### src/include/ssim_map.vh
// Register map, field positions and reset values of the serial interrupt mask block
`ifndef SSIM_MAP_VH
`define SSIM_MAP_VH

`define SSIM_NSRC 12

// Byte offsets on the register bus
`define SSIM_OFF_ENABLE_SET 12'h000
`define SSIM_OFF_ENABLE_CLEAR 12'h004
`define SSIM_OFF_ENABLE_VIEW 12'h008
`define SSIM_OFF_FLAGS 12'h00c

// Source positions
`define SSIM_TX_HOLDING_FREE 0
`define SSIM_TX_ALL_SENT 1
`define SSIM_TX_TRANSFER_DONE 2
`define SSIM_TX_BUFFERS_EXHAUSTED 3
`define SSIM_RX_WORD_AVAILABLE 4
`define SSIM_RX_OVERWRITE_ERROR 5
`define SSIM_RX_TRANSFER_DONE 6
`define SSIM_RX_BUFFERS_FILLED 7
`define SSIM_COMPARE_ZERO_MATCH 8
`define SSIM_COMPARE_ONE_MATCH 9
`define SSIM_TX_FRAME_SYNC_SEEN 10
`define SSIM_RX_FRAME_SYNC_SEEN 11

// Sticky sources: the two compares and the two syncs
`define SSIM_STICKY_MASK 12'hf00

// Reset values
`define SSIM_RST_ENABLES 12'h000
`define SSIM_RST_FLAGS 12'h000

`endif

### src/logic/ssim_irq_mask.v
// Interrupt enable, disable and mask logic of a synchronous serial controller
// Summary of operation
// - Writing one to enable-set sets mask bit
// - Writing one to enable-clear clears mask bit
// - Mask view reads one per enabled source
// - Bits 0-7: transmit and receive sources
// - Bits 8-11: compares and frame syncs
// - Every source has independent enable bit
// - Compare and sync flags sticky until read
// - Holding-free flag high while holding register empty
//
// Design decisions made here: the register addresses and register access over APB.
`default_nettype none
`include "ssim_map.vh"
module ssim_irq_mask
(
  input wire clk,
  input wire rst_n,
  input wire clkEn,
  input wire psel,
  input wire penable,
  input wire pwrite,
  input wire [11:0] paddr,
  input wire [31:0] pwdata,
  output reg [31:0] prdata,
  output reg pready,
  output reg pslverr,
  input wire txHoldingFull,
  input wire [`SSIM_NSRC-1:0] srcEvents,
  output reg irq
);

  // ------------------------------------------------------------
  // Bus decode
  // ------------------------------------------------------------
  wire wrSet;
  wire wrClear;
  wire rdFlags;
  wire mapped;
  wire [11:0] stickyMask;
  wire [`SSIM_NSRC-1:0] evIn;
  wire [`SSIM_NSRC-1:0] flags;
  reg [`SSIM_NSRC-1:0] enable_q;
  reg [`SSIM_NSRC-1:0] enable_d;
  reg [31:0] rdata_d;
  reg inAccess_q;

  assign stickyMask = `SSIM_STICKY_MASK;

  ssim_apb_slave uDecode
  (
    .psel(psel),
    .penable(penable),
    .pwrite(pwrite),
    .paddr(paddr),
    .wrSet(wrSet),
    .wrClear(wrClear),
    .rdFlags(rdFlags),
    .mapped(mapped)
  );

  // ------------------------------------------------------------
  // Event flags
  // ------------------------------------------------------------
  // Holding-free level is the inverse of the holding-register-full input
  assign evIn = {srcEvents[`SSIM_NSRC-1:1], ~txHoldingFull};

  genvar gi;
  generate
    for (gi = 0; gi < `SSIM_NSRC; gi = gi + 1)
    begin : gFlag
      ssim_flag_bit uFlag
      (
        .clk(clk),
        .rst_n(rst_n),
        .clkEn(clkEn),
        .sticky(stickyMask[gi]),
        .srcEvent(evIn[gi]),
        .readClear(rdFlags && !inAccess_q),
        .flag_q(flags[gi])
      );
    end
  endgenerate

  // ------------------------------------------------------------
  // Mask register
  // ------------------------------------------------------------
  always @*
  begin
    enable_d = enable_q;
    if (wrSet && !inAccess_q)
      enable_d = enable_d | pwdata[`SSIM_NSRC-1:0]; // Each bit alone
    if (wrClear && !inAccess_q)
      enable_d = enable_d & ~pwdata[`SSIM_NSRC-1:0];
  end

  always @*
  begin
    rdata_d = 32'h00000000;
    if (paddr == `SSIM_OFF_ENABLE_VIEW)
      rdata_d = {20'h00000, enable_q};
    else if (paddr == `SSIM_OFF_FLAGS)
      rdata_d = {20'h00000, flags};
  end

  // ------------------------------------------------------------
  // Bus answer and interrupt
  // ------------------------------------------------------------
  always @(posedge clk or negedge rst_n)
  begin
    if (!rst_n)
    begin
      enable_q <= `SSIM_RST_ENABLES;
      inAccess_q <= 1'b0;
      pready <= 1'b0;
      pslverr <= 1'b0;
      prdata <= 32'h00000000;
      irq <= 1'b0;
    end
    else if (clkEn)
    begin
      enable_q <= enable_d;
      // One wait state: answer in the second access cycle
      if (psel && penable && !inAccess_q)
      begin
        inAccess_q <= 1'b1;
        pready <= 1'b1;
        pslverr <= !mapped;
        prdata <= pwrite ? 32'h00000000 : rdata_d;
      end
      else
      begin
        inAccess_q <= 1'b0;
        pready <= 1'b0;
        pslverr <= 1'b0;
      end
      irq <= |(flags & enable_q);
    end
  end

endmodule // ssim_irq_mask
`default_nettype wire

### src/logic/ssim_flag_bit.v
// One event flag: level follows the source, or sticky until the flags are read
`default_nettype none
module ssim_flag_bit
(
  input wire clk,
  input wire rst_n,
  input wire clkEn,
  input wire sticky,
  input wire srcEvent,
  input wire readClear,
  output reg flag_q
);

  always @(posedge clk or negedge rst_n)
  begin
    if (!rst_n)
      flag_q <= 1'b0;
    else if (clkEn)
    begin
      if (!sticky)
        flag_q <= srcEvent;
      else if (srcEvent)
        flag_q <= 1'b1; // Set wins over the read clear
      else if (readClear)
        flag_q <= 1'b0;
    end
  end

endmodule // ssim_flag_bit
`default_nettype wire

### src/logic/ssim_apb_slave.v
// APB slave decode: access strobes (one wait state added in ssim_irq_mask), error on unmapped offsets
`default_nettype none
`include "ssim_map.vh"
module ssim_apb_slave
(
  input wire psel,
  input wire penable,
  input wire pwrite,
  input wire [11:0] paddr,
  output wire wrSet,
  output wire wrClear,
  output wire rdFlags,
  output wire mapped
);

  wire access;

  assign access = psel && penable;
  assign mapped = (paddr == `SSIM_OFF_ENABLE_SET) || (paddr == `SSIM_OFF_ENABLE_CLEAR) ||
    (paddr == `SSIM_OFF_ENABLE_VIEW) || (paddr == `SSIM_OFF_FLAGS);
  assign wrSet = access && pwrite && (paddr == `SSIM_OFF_ENABLE_SET);
  assign wrClear = access && pwrite && (paddr == `SSIM_OFF_ENABLE_CLEAR);
  assign rdFlags = access && !pwrite && (paddr == `SSIM_OFF_FLAGS);

endmodule // ssim_apb_slave
`default_nettype wire

### config.mk
export PLATFORM = sky130hd
export DESIGN_NAME = ssim_irq_mask
export DESIGN_NICKNAME = d
export VERILOG_FILES = /design/src/logic/ssim_irq_mask.v /design/src/logic/ssim_flag_bit.v /design/src/logic/ssim_apb_slave.v
export VERILOG_INCLUDE_DIRS = /design/src /design/src/include
export SDC_FILE = /design/constraint.sdc
export NUM_CORES = 1
export LEC_CHECK = 0
export ABC_CLOCK_PERIOD_IN_PS = 1400
export BUFFER_PORTS_ARGS = -buffer_cell sky130_fd_sc_hd__buf_2
export CELL_PAD_IN_SITES_DETAIL_PLACEMENT = 1
export CELL_PAD_IN_SITES_GLOBAL_PLACEMENT = 2
export CORE_MARGIN = 2
export CORE_UTILIZATION = 24
export DETAILED_ROUTE_END_ITERATION = 8
export GPL_TIMING_DRIVEN = 0
export HOLD_SLACK_MARGIN = 0.12
export PLACE_DENSITY = 0.71
export REMOVE_ABC_BUFFERS = 1
export SLEW_MARGIN = 20
export SYNTH_ARGS = -nofsm -noshare
export SYNTH_HDL_FRONTEND = slang
export SYNTH_SLANG_ARGS = --single-unit
### constraint.sdc
create_clock -name clk -period 1.4 [get_ports clk]
set_input_delay 0.42 -clock clk [delete_from_list [all_inputs] [get_ports clk]]
set_output_delay 0.42 -clock clk [all_outputs]
set_load 0.02 [all_outputs]
==> metrics, run 1 <==
Top Layer Used=met4; CTS tree=done; post-DP HPWL=3480 µm; num ports=98; via/cell ratio=4.24; met2 WL=2590 µm; CP Cell Sequence=buf_6 -> or4_4 -> nor4_4 -> buf_12 -> nand2_1 -> mux2_1; Hold Fails Final Rpt=0; Residual DRC=0; post-synthesis mux area share=18.9%; Syn Inst Count=166; post-synthesis cell type count=31; Tcrit/Tclk final=130%; routed wl met3=306 µm; total global-route track usage=12.1%; Final nets=293; CP peak stage delay=0.56 ns; XOR/XNOR share of the synthesized area=0%; largest family of logic cells by synthesized area=multiplexers; register-to-register path setup slack=-0.26 ns; drt wl/cell=15.3 µm; Slew @ Worst Pin=0.868 ns; Yosys reg bits=39; Layout Cells excl Fill=335; Final setup viols=29; DRT Pass-1 Iters=3; vias in the first global route=1569; die area=8950 µm²; Layout fillers=953; Clock Skew=0.00599 ns; global placement routability congestion=0.730; Post-Syn Area=1970 µm²; setup ws final=-0.427 ns; clock root cell=clkbuf_8; cell row count=33; I/O Buffers=56; CP max FO=12; cells on worst reg2reg path=5; fraction of layout cells with a size suffix above 1=53.0%; failing checks=negative setup slack; Final min period=1.83 ns; chip height=94.6 µm; WS Path Type=input port to flop; first-pass GRT wire length=8050 µm; final antenna-violating net count=0; M1 WL=2160 µm; cell count along the critical path=6; YS warnings=0; Crit path max-delay family=simple AND/OR/NAND/NOR gates; CTS sink count=39; dpl cells=318; RSZ-0062 raised after global routing=true; CP bufs+invs=2; Multi-input gate area=982 µm²; DRT Wirelength=5120 µm; WP data arrival=2.00 ns; Critical R2R Launch=inAccess_q$_DFFE_PN0P_; Worst Setup End Kind=flop; Max-Cap Viols=0; compound-cell area share of the yosys netlist=8.76%; core footprint=8090 µm²; initial core utilization=24.4%; Clock Latency Late Sink=0.29 ns; DR iter-0 viols=21; Ant. Diodes=0; Clk pin slew, worst setup/hold paths=0.08 ns; peak supply drop=0.401 mV; sequential area share after synthesis=49.5%; CP startpoint kind=input port; pwr/cell area=862 nW/µm²; Post-Synth Adder-Cell Area=0%; status=finished, violations left; cts hold-fix bufs=0; via count=1422; Clock Path Buffers=2; initial antenna violation count=0; largest net degree at the start of global routing=40; Final Max Slew Viols=0; WP data required=1.57 ns; setup TNS=-9.01 ns; H-tree depth=2; Area growth, synth to finish=31.0%; Rel. slew slack=42.1%; Max Clock Freq=0.547 GHz; width of the die=94.6 µm; mean post-synth cell area=11.9 µm²; Hold Path Class=input port to asynchronous set/reset pin; Num CTS Buffers=5; Worst path slowest cell=or4_4; Reg area=976 µm²; Pleak=0.00131 µW; Synth Area in Simple Gates=12.6%; total gr overflow=0
how the worst max path moves through the flow:
stage,from,end,slack (ns)
after floorplan,paddr[5],flop,-0.81
after global routing,paddr[11],flop,-0.48
final,paddr[11],flop,-0.43
after detailed placement,clkEn,flop,-1.51
after global placement,clkEn,flop,-1.46
after CTS,paddr[11],flop,-0.42
report_power, final:
| group | switching, µW | total, µW | internal [µW] |
|---|---|---|---|
| Sequential | 21.7 | 1180 | 1160 |
| Clock | 384 | 771 | 387 |
| Combinational | 169 | 278 | 108 |
| Total | 575 | 2230 | 1650 |
synth_stat cells:
master | number | share of area (%)
dfrtp_1 | 39 | 50
buf_4 | 20 | 7.6
nand2_1 | 16 | 3.0
mux2i_1 | 12 | 6.1
o21ai_1 | 12 | 3.0
mux2_4 | 10 | 7.6
nand2_2 | 10 | 3.2
a22o_1 | 7 | 3.1
mux2_2 | 7 | 4.0
clkbuf_1 | 4 | 0.76
a221oi_1 | 3 | 1.3
buf_2 | 2 | 0.51
inv_1 | 2 | 0.38
mux2_1 | 2 | 1.1
nor2_1 | 2 | 0.38
nor4_1 | 2 | 0.63
or4_4 | 2 | 1.1
a21oi_1 | 1 | 0.25
a41oi_1 | 1 | 0.44
and3_1 | 1 | 0.32
buf_1 | 1 | 0.19
buf_6 | 1 | 0.57
conb_1 | 1 | 0.19
nand3_1 | 1 | 0.25
nand4b_4 | 1 | 1.2
nor3b_1 | 1 | 0.38
nor4_4 | 1 | 1.1
o21ai_0 | 1 | 0.25
o22ai_1 | 1 | 0.32
or4b_1 | 1 | 0.51
or4b_2 | 1 | 0.51
final cells by class:
type	count	area share [%]
well taps	105	5.09
flip-flops and latches	39	37.8
inverters	2	0.291
multi-input cells	117	38.1
repair buffers	65	15.4
clock buffers	6	3.20
clock inverters	1	0.194
metal layers:
| layer | vias up | global-route usage, % |
|---|---|---|
| met4 | 0 | 3.26 |
| li1 | 672 | - |
| met2 | 46 | 21.2 |
| met3 | 6 | 3.27 |
| met5 | - | 0 |
| met1 | 698 | 14.6 |
layout by cell type (no fill, tap or decap):
| master | n |
|---|---|
| buf_4 | 5 |
| mux2i_1 | 12 |
| a22o_1 | 7 |
| clkinv_2 | 1 |
| and3_1 | 1 |
| dfrtp_1 | 39 |
| inv_1 | 2 |
| nand2_2 | 11 |
| a21oi_1 | 1 |
| nor2_1 | 2 |
| clkbuf_8 | 6 |
| o21ai_0 | 1 |
| nand4b_4 | 1 |
| mux2_4 | 10 |
| nand2_8 | 1 |
| mux2_1 | 2 |
| or4b_1 | 1 |
| conb_1 | 20 |
| buf_6 | 7 |
| nand2_4 | 1 |
| nor3b_2 | 1 |
| or4_4 | 2 |
| nand2_1 | 14 |
| buf_2 | 52 |
| or4b_4 | 1 |
| mux2_2 | 7 |
| buf_12 | 1 |
| nor4_4 | 3 |
| a41oi_1 | 1 |
| o21ai_2 | 12 |
| nand3_1 | 1 |
| o22ai_1 | 1 |
| a221oi_1 | 3 |
worst reg2reg max path, stage by stage (launching register included):
cell      delay, ns
dfrtp_1        0.40
nand4b_4       0.25
nor4_4         0.31
buf_12         0.20
nand2_1        0.08
mux2_1         0.31
metrics by stage:
stage          util (%)  cell area (µm²)  hold slack (ns)  power [µW]  setup WS, ns
3_5_place_dp       28.0             2260            0.474        1460         -1.51
2_1_floorplan         -             1850            0.124        1320        -0.811
5_1_grt            31.9             2580            0.313        2350        -0.483
4_1_cts            31.3             2530            0.270        2270        -0.418
3_3_place_gp       28.0             2260            0.466        1450         -1.46
6_report           31.9             2580            0.242        2230        -0.427
logic make-up after synthesis:
logic type / count (synthesis)
buffers and inverters: 30
DFF: 39
muxes: 31
and+or+nand+nor: 39
AOI/OAI and AO/OA: 26
other: 1
timing repair:
item | CTS | global route
endpoints found under the setup margin | 29 | 29
cloned | 1 | 0
buffers inserted | 8 | 1
pin swaps | 18 | 3
gates resized for setup | 22 | 10
No activity file was read; power rests on OpenSTA's default activity.
==> inputs of run 2 (changes only) <==
--- a/config.mk
+++ b/config.mk
@@ -10,6 +10,7 @@
 export BUFFER_PORTS_ARGS = -buffer_cell sky130_fd_sc_hd__buf_2
 export CELL_PAD_IN_SITES_DETAIL_PLACEMENT = 1
 export CELL_PAD_IN_SITES_GLOBAL_PLACEMENT = 2
+export CORE_ASPECT_RATIO = 2
 export CORE_MARGIN = 2
 export CORE_UTILIZATION = 24
 export DETAILED_ROUTE_END_ITERATION = 8
@@ -17,6 +18,7 @@
 export HOLD_SLACK_MARGIN = 0.12
 export PLACE_DENSITY = 0.71
 export REMOVE_ABC_BUFFERS = 1
+export SETUP_SLACK_MARGIN = 0.05
 export SLEW_MARGIN = 20
 export SYNTH_ARGS = -nofsm -noshare
 export SYNTH_HDL_FRONTEND = slang
==> metrics, run 2 (synthesis results as in run 1) <==
Final min period=1.88 ns (was 1.83 ns); CP peak stage delay=0.55 ns (was 0.56 ns); via count=1467 (was 1422); drt wl/cell=16.8 µm (was 15.3 µm); final antenna-violating net count=0 (unchanged); Worst Setup End Kind=flop (unchanged); CTS tree=done (unchanged); Final nets=295 (was 293); Worst path slowest cell=or4_4 (unchanged); H-tree depth=2 (unchanged); Area growth, synth to finish=37.3% (was 31.0%); Reg area=976 µm² (unchanged); Slew @ Worst Pin=0.878 ns (was 0.868 ns); via/cell ratio=4.46 (was 4.24); post-DP HPWL=3710 µm (was 3480 µm); first-pass GRT wire length=8310 µm (was 8050 µm); failing checks=negative setup slack (unchanged); initial antenna violation count=0 (unchanged); Hold Slack=0.254 ns (was 0.242 ns); global placement routability congestion=0.672 (was 0.730); Rel. slew slack=41.5% (was 42.1%); Num CTS Buffers=5 (unchanged); commonest cells after routing, fill and taps aside=52 x buf_2, 39 x dfrtp_1, 20 x conb_1 (was 52 x buf_2, 39 x dfrtp_1, 20 x conb_1, 14 x nand2_1); CP Cell Sequence=buf_6 -> or4_4 -> nor4_4 -> buf_4 -> clkbuf_16 -> nand2_4 -> mux2_4 (was buf_6 -> or4_4 -> nor4_4 -> buf_12 -> nand2_1 -> mux2_1); most common library cell in the layout ignoring fill and taps=buf_2 (unchanged); Hold Path Class=input port to asynchronous set/reset pin (unchanged); status=finished, violations left (unchanged); peak supply drop=0.387 mV (was 0.401 mV); Layout Cells excl Fill=329 (was 335); Max Clock Freq=0.531 GHz (was 0.547 GHz); clock root cell=clkbuf_16 (was clkbuf_8); I/O Buffers=56 (unchanged); DR iter-0 viols=40 (was 21); WP data arrival=2.05 ns (was 2.00 ns); Clock Path Buffers=2 (unchanged); Hold Fails Final Rpt=0 (unchanged); RSZ-0062 raised after global routing=true (unchanged); fraction of layout cells with a size suffix above 1=54.1% (was 53.0%); largest net degree at the start of global routing=40 (unchanged); cell row count=46 (was 33); Multi-input gate area=1010 µm² (was 982 µm²); core footprint=7940 µm² (was 8090 µm²); width of the die=68.1 µm (was 94.6 µm); CTS sink count=39 (unchanged); CP bufs+invs=3 (was 2); Clk pin slew, worst setup/hold paths=0.05 ns (was 0.08 ns); cts hold-fix bufs=0 (unchanged); total gr overflow=0 (unchanged); Final Max Slew Viols=0 (unchanged); WP data required=1.57 ns (about the same); WS Path Type=input port to flop (unchanged); chip height=132 µm (was 94.6 µm); Clock Latency Late Sink=0.28 ns (was 0.29 ns); Final Power=2660 µW (was 2230 µW); Pleak=0.00143 µW (was 0.00131 µW); CP startpoint kind=input port (unchanged); Residual DRC=0 (unchanged); Final setup viols=29 (unchanged); Crit path max-delay family=simple AND/OR/NAND/NOR gates (unchanged); Ant. Diodes=0 (unchanged); total global-route track usage=12.8% (was 12.1%); Tcrit/Tclk final=135% (was 130%); setup ws final=-0.483 ns (was -0.427 ns); DRT Wirelength=5530 µm (was 5120 µm); pwr/cell area=983 nW/µm² (was 862 nW/µm²); num ports=98 (unchanged); CP max FO=6 (was 12); die area=9000 µm² (was 8950 µm²); Clock Skew=0.00325 ns (was 0.00599 ns); vias in the first global route=1594 (was 1569); dpl cells=309 (was 318); initial core utilization=24.8% (was 24.4%); Layout fillers=904 (was 953); DRT Pass-1 Iters=3 (unchanged); Max-Cap Viols=0 (unchanged)
==> run 2: cell count changes in the layout (fill, tap and decap cells not counted), moves of 2 or more <==
cell	previous run	this run
mux2_4	10	12
buf_4	5	7
nand2_1	14	12
clkbuf_8	6	2
nand2_4	1	9
mux2_1	2	0
clkbuf_16	0	6
nand2_2	11	5
==> run 2: path summary, 6_finish.rpt <==
check                                       startpoint                                 to  slack [ns]  depth (start not counted)
worst min register to register  prdata[10]$_DFFE_PN0P_             prdata[10]$_DFFE_PN0P_        0.47                          2
worst max register to register  inAccess_q$_DFFE_PN0P_                               flop       -0.32                          6
worst min-delay path                             rst_n              prdata[7]$_DFFE_PN0P_        0.25                          1
min in group clk                         txHoldingFull  gFlag[0].uFlag.flag_q$_DFFE_PN0P_        0.31                          2
max in group asynchronous                        rst_n              prdata[6]$_DFFE_PN0P_        0.59                          1
worst max-delay path                          paddr[6]                               flop       -0.48                          7
==> run 2: power breakdown <==
part	switching (µW)	leakage, µW	internal [µW]
logic	177	0.000849	108
clock network	435	0.0000772	758
registers	23.1	0.000502	1160
==> run 2: routing by layer <==
metal  global-route usage (%)  routed length (µm)
met1                     12.4                1820
met4                     6.44                 133
met5                        0                   0
met2                     24.1                3290
met3                     2.31                 284
==> run 2: worst reg2reg max path, stage by stage, from the launching register on <==
cell       delay [ns]
dfrtp_1          0.39
nand4b_4         0.25
nor4_4           0.25
buf_4            0.19
clkbuf_16        0.18
nand2_4          0.05
mux2_4           0.28
==> run 2: repair_timing <==
action,4_1_cts,5_1_grt
resized for setup,24,16
buffers inserted,9,2
endpoints found under the setup margin,29,29
cloned,0,1
pin swaps,18,13
==> run 2: area by class of cell <==
type	instances	area share, %
Tap cell	96	4.44
Multi-Input combinational cell	116	37.2
Inverter	2	0.277
Clock buffer	8	5.78
Timing Repair Buffer	68	16.3
Sequential cell	39	36.1
==> run 2: per-stage QoR <==
step           instance area (µm²)  TNS, ns  utilization (%)  setup slack, ns
6_report                      2710   -10.24             34.1           -0.483
4_1_cts                       2590    -8.36             32.7           -0.407
2_1_floorplan                 1850   -14.79                -           -0.811
5_1_grt                       2710   -11.87             34.1           -0.528
3_5_place_dp                  2250   -31.07             28.4            -1.49
3_3_place_gp                  2250   -30.28             28.4            -1.46
==> inputs of run 3 (changes only) <==
--- a/config.mk
+++ b/config.mk
@@ -17,8 +17,8 @@
 export GPL_TIMING_DRIVEN = 0
 export HOLD_SLACK_MARGIN = 0.12
 export PLACE_DENSITY = 0.71
-export REMOVE_ABC_BUFFERS = 1
 export SETUP_SLACK_MARGIN = 0.05
+export SKIP_CTS_REPAIR_TIMING = 1
 export SLEW_MARGIN = 20
 export SYNTH_ARGS = -nofsm -noshare
 export SYNTH_HDL_FRONTEND = slang
==> metrics, run 3 (synthesis results as in run 1) <==
peak supply drop=0.453 mV (was 0.387 mV); drt wl/cell=14.3 µm (was 16.8 µm); most common library cell in the layout ignoring fill and taps=buf_2 (unchanged); largest net degree at the start of global routing=40 (unchanged); failing checks=negative setup slack (unchanged); DR iter-0 viols=29 (was 40); fraction of layout cells with a size suffix above 1=54.3% (was 54.1%); Slew @ Worst Pin=0.878 ns (about the same); post-DP HPWL=4010 µm (was 3710 µm); Sequential Power Share=41.9% (was 44.4%); die area=9000 µm² (unchanged); pwr/cell area=996 nW/µm² (was 983 nW/µm²); clock root cell=clkbuf_16 (unchanged); Clk pin slew, worst setup/hold paths=0.06 ns (was 0.05 ns); Hold Slack=0.239 ns (was 0.254 ns); width of the die=68.1 µm (unchanged); Final Max Slew Viols=0 (unchanged); P_int=2180 µW (was 2020 µW); initial antenna violation count=0 (unchanged); Hold Fails Final Rpt=0 (unchanged); DRT Pass-1 Iters=4 (was 3); Final Power=2820 µW (was 2660 µW); clock share of power=46.9% (was 44.8%); status=finished, violations left (unchanged); Max-Cap Viols=0 (unchanged); dpl cells=335 (was 309); num ports=98 (unchanged); final antenna-violating net count=0 (unchanged); Pleak=0.00153 µW (was 0.00143 µW); sw frac=22.5% (was 23.9%); CP startpoint kind=input port (unchanged); Clock Path Buffers=2 (unchanged); DRT Wirelength=5050 µm (was 5530 µm); RSZ-0062 raised after global routing=true (unchanged); Max Clock Freq=0.538 GHz (was 0.531 GHz); WS Path Type=input port to flop (unchanged); first-pass GRT wire length=7650 µm (was 8310 µm); Layout fillers=922 (was 904); I/O Buffers=54 (was 56); Layout Cells excl Fill=352 (was 329); CTS tree=done (unchanged); commonest cells after routing, fill and taps aside=54 x buf_2, 39 x dfrtp_1, 27 x buf_4, 20 x conb_1 (was 52 x buf_2, 39 x dfrtp_1, 20 x conb_1); Comb power frac=11.2% (was 10.7%); vias in the first global route=1613 (was 1594); initial core utilization=24.8% (unchanged); Hold Path Class=input port to asynchronous set/reset pin (unchanged); WP data required=1.57 ns (about the same); WP data arrival=2.03 ns (was 2.05 ns); Clock Latency Late Sink=0.28 ns (about the same); Rel. slew slack=41.4% (was 41.5%); chip height=132 µm (unchanged); CP max FO=5 (was 6); Residual DRC=0 (unchanged); Clock Skew=0.00493 ns (was 0.00325 ns); Final min period=1.86 ns (was 1.88 ns); CTS sink count=39 (unchanged); cell row count=46 (unchanged); core footprint=7940 µm² (unchanged); setup TNS=-9.37 ns (was -10.24 ns); total global-route track usage=11.6% (was 12.8%); Tcrit/Tclk final=133% (was 135%); Area growth, synth to finish=43.4% (was 37.3%); Worst Setup End Kind=flop (unchanged); via/cell ratio=4.37 (was 4.46); Ant. Diodes=0 (unchanged); setup ws final=-0.457 ns (was -0.483 ns); H-tree depth=2 (unchanged); NetSw=634 µW (was 635 µW); Num CTS Buffers=5 (unchanged); pre-CTS WS=-0.781 ns (was -1.49 ns); total gr overflow=0 (unchanged); Final nets=318 (was 295); global placement routability congestion=0.692 (was 0.672); via count=1538 (was 1467); Final setup viols=29 (unchanged)
-- run 3: critical path: stages --
cell and delay (ns):
buf_6 0.09, or4_4 0.56, nor4_4 0.30, buf_4 0.19, buf_12 0.13, nand2_4 0.05, mux2_4 0.28
-- run 3: power groups by stage --
stage          sequential (µW)  combinational, µW  clock (µW)
2_1_floorplan             1200                176           0
5_1_grt                   1180                344        1400
4_1_cts                   1180                300        1360
3_3_place_gp              1200                297           0
6_report                  1180                316        1320
3_5_place_dp              1200                299           0
-- run 3: final timing paths --
kind | start | endpoint | slack, ns | depth (start not counted)
worst max-delay path | paddr[6] | flop | -0.46 | 7
worst min-delay path | rst_n | gFlag[4].uFlag.flag_q$_DFFE_PN0P_ | 0.24 | 1
worst max register to register | inAccess_q$_DFFE_PN0P_ | flop | -0.39 | 6
worst min register to register | prdata[3]$_DFFE_PN0P_ | prdata[3]$_DFFE_PN0P_ | 0.48 | 2
max in group asynchronous | rst_n | prdata[11]$_DFFE_PN0P_ | 0.59 | 1
min in group clk | txHoldingFull | gFlag[0].uFlag.flag_q$_DFFE_PN0P_ | 0.30 | 2
-- run 3: per-stage QoR --
stage                     area, µm²  utilization (%)
after floorplan                2050                -
after global placement         2440             30.7
after detailed placement       2440             30.7
after CTS                      2610             32.9
after global routing           2830             35.6
final                          2830             35.6
-- run 3: area by class of cell --
| cell class | count | area [µm²] | area share [%] |
|---|---|---|---|
| well taps | 96 | 120 | 4.25 |
| clock inverters | 2 | 35.0 | 1.24 |
| clock buffers | 6 | 139 | 4.91 |
| multi-input cells | 116 | 981 | 34.7 |
| repair buffers | 63 | 360 | 12.7 |
| flip-flops and latches | 39 | 976 | 34.5 |
| inverters | 2 | 7.51 | 0.266 |
| plain buffers | 28 | 208 | 7.35 |
-- run 3: layer usage --
layer  global-route usage (%)  wire length (µm)
met5                        0                 0
met3                     1.79               300
met4                     6.67               132
met1                     10.9              1630
met2                     21.7              2980
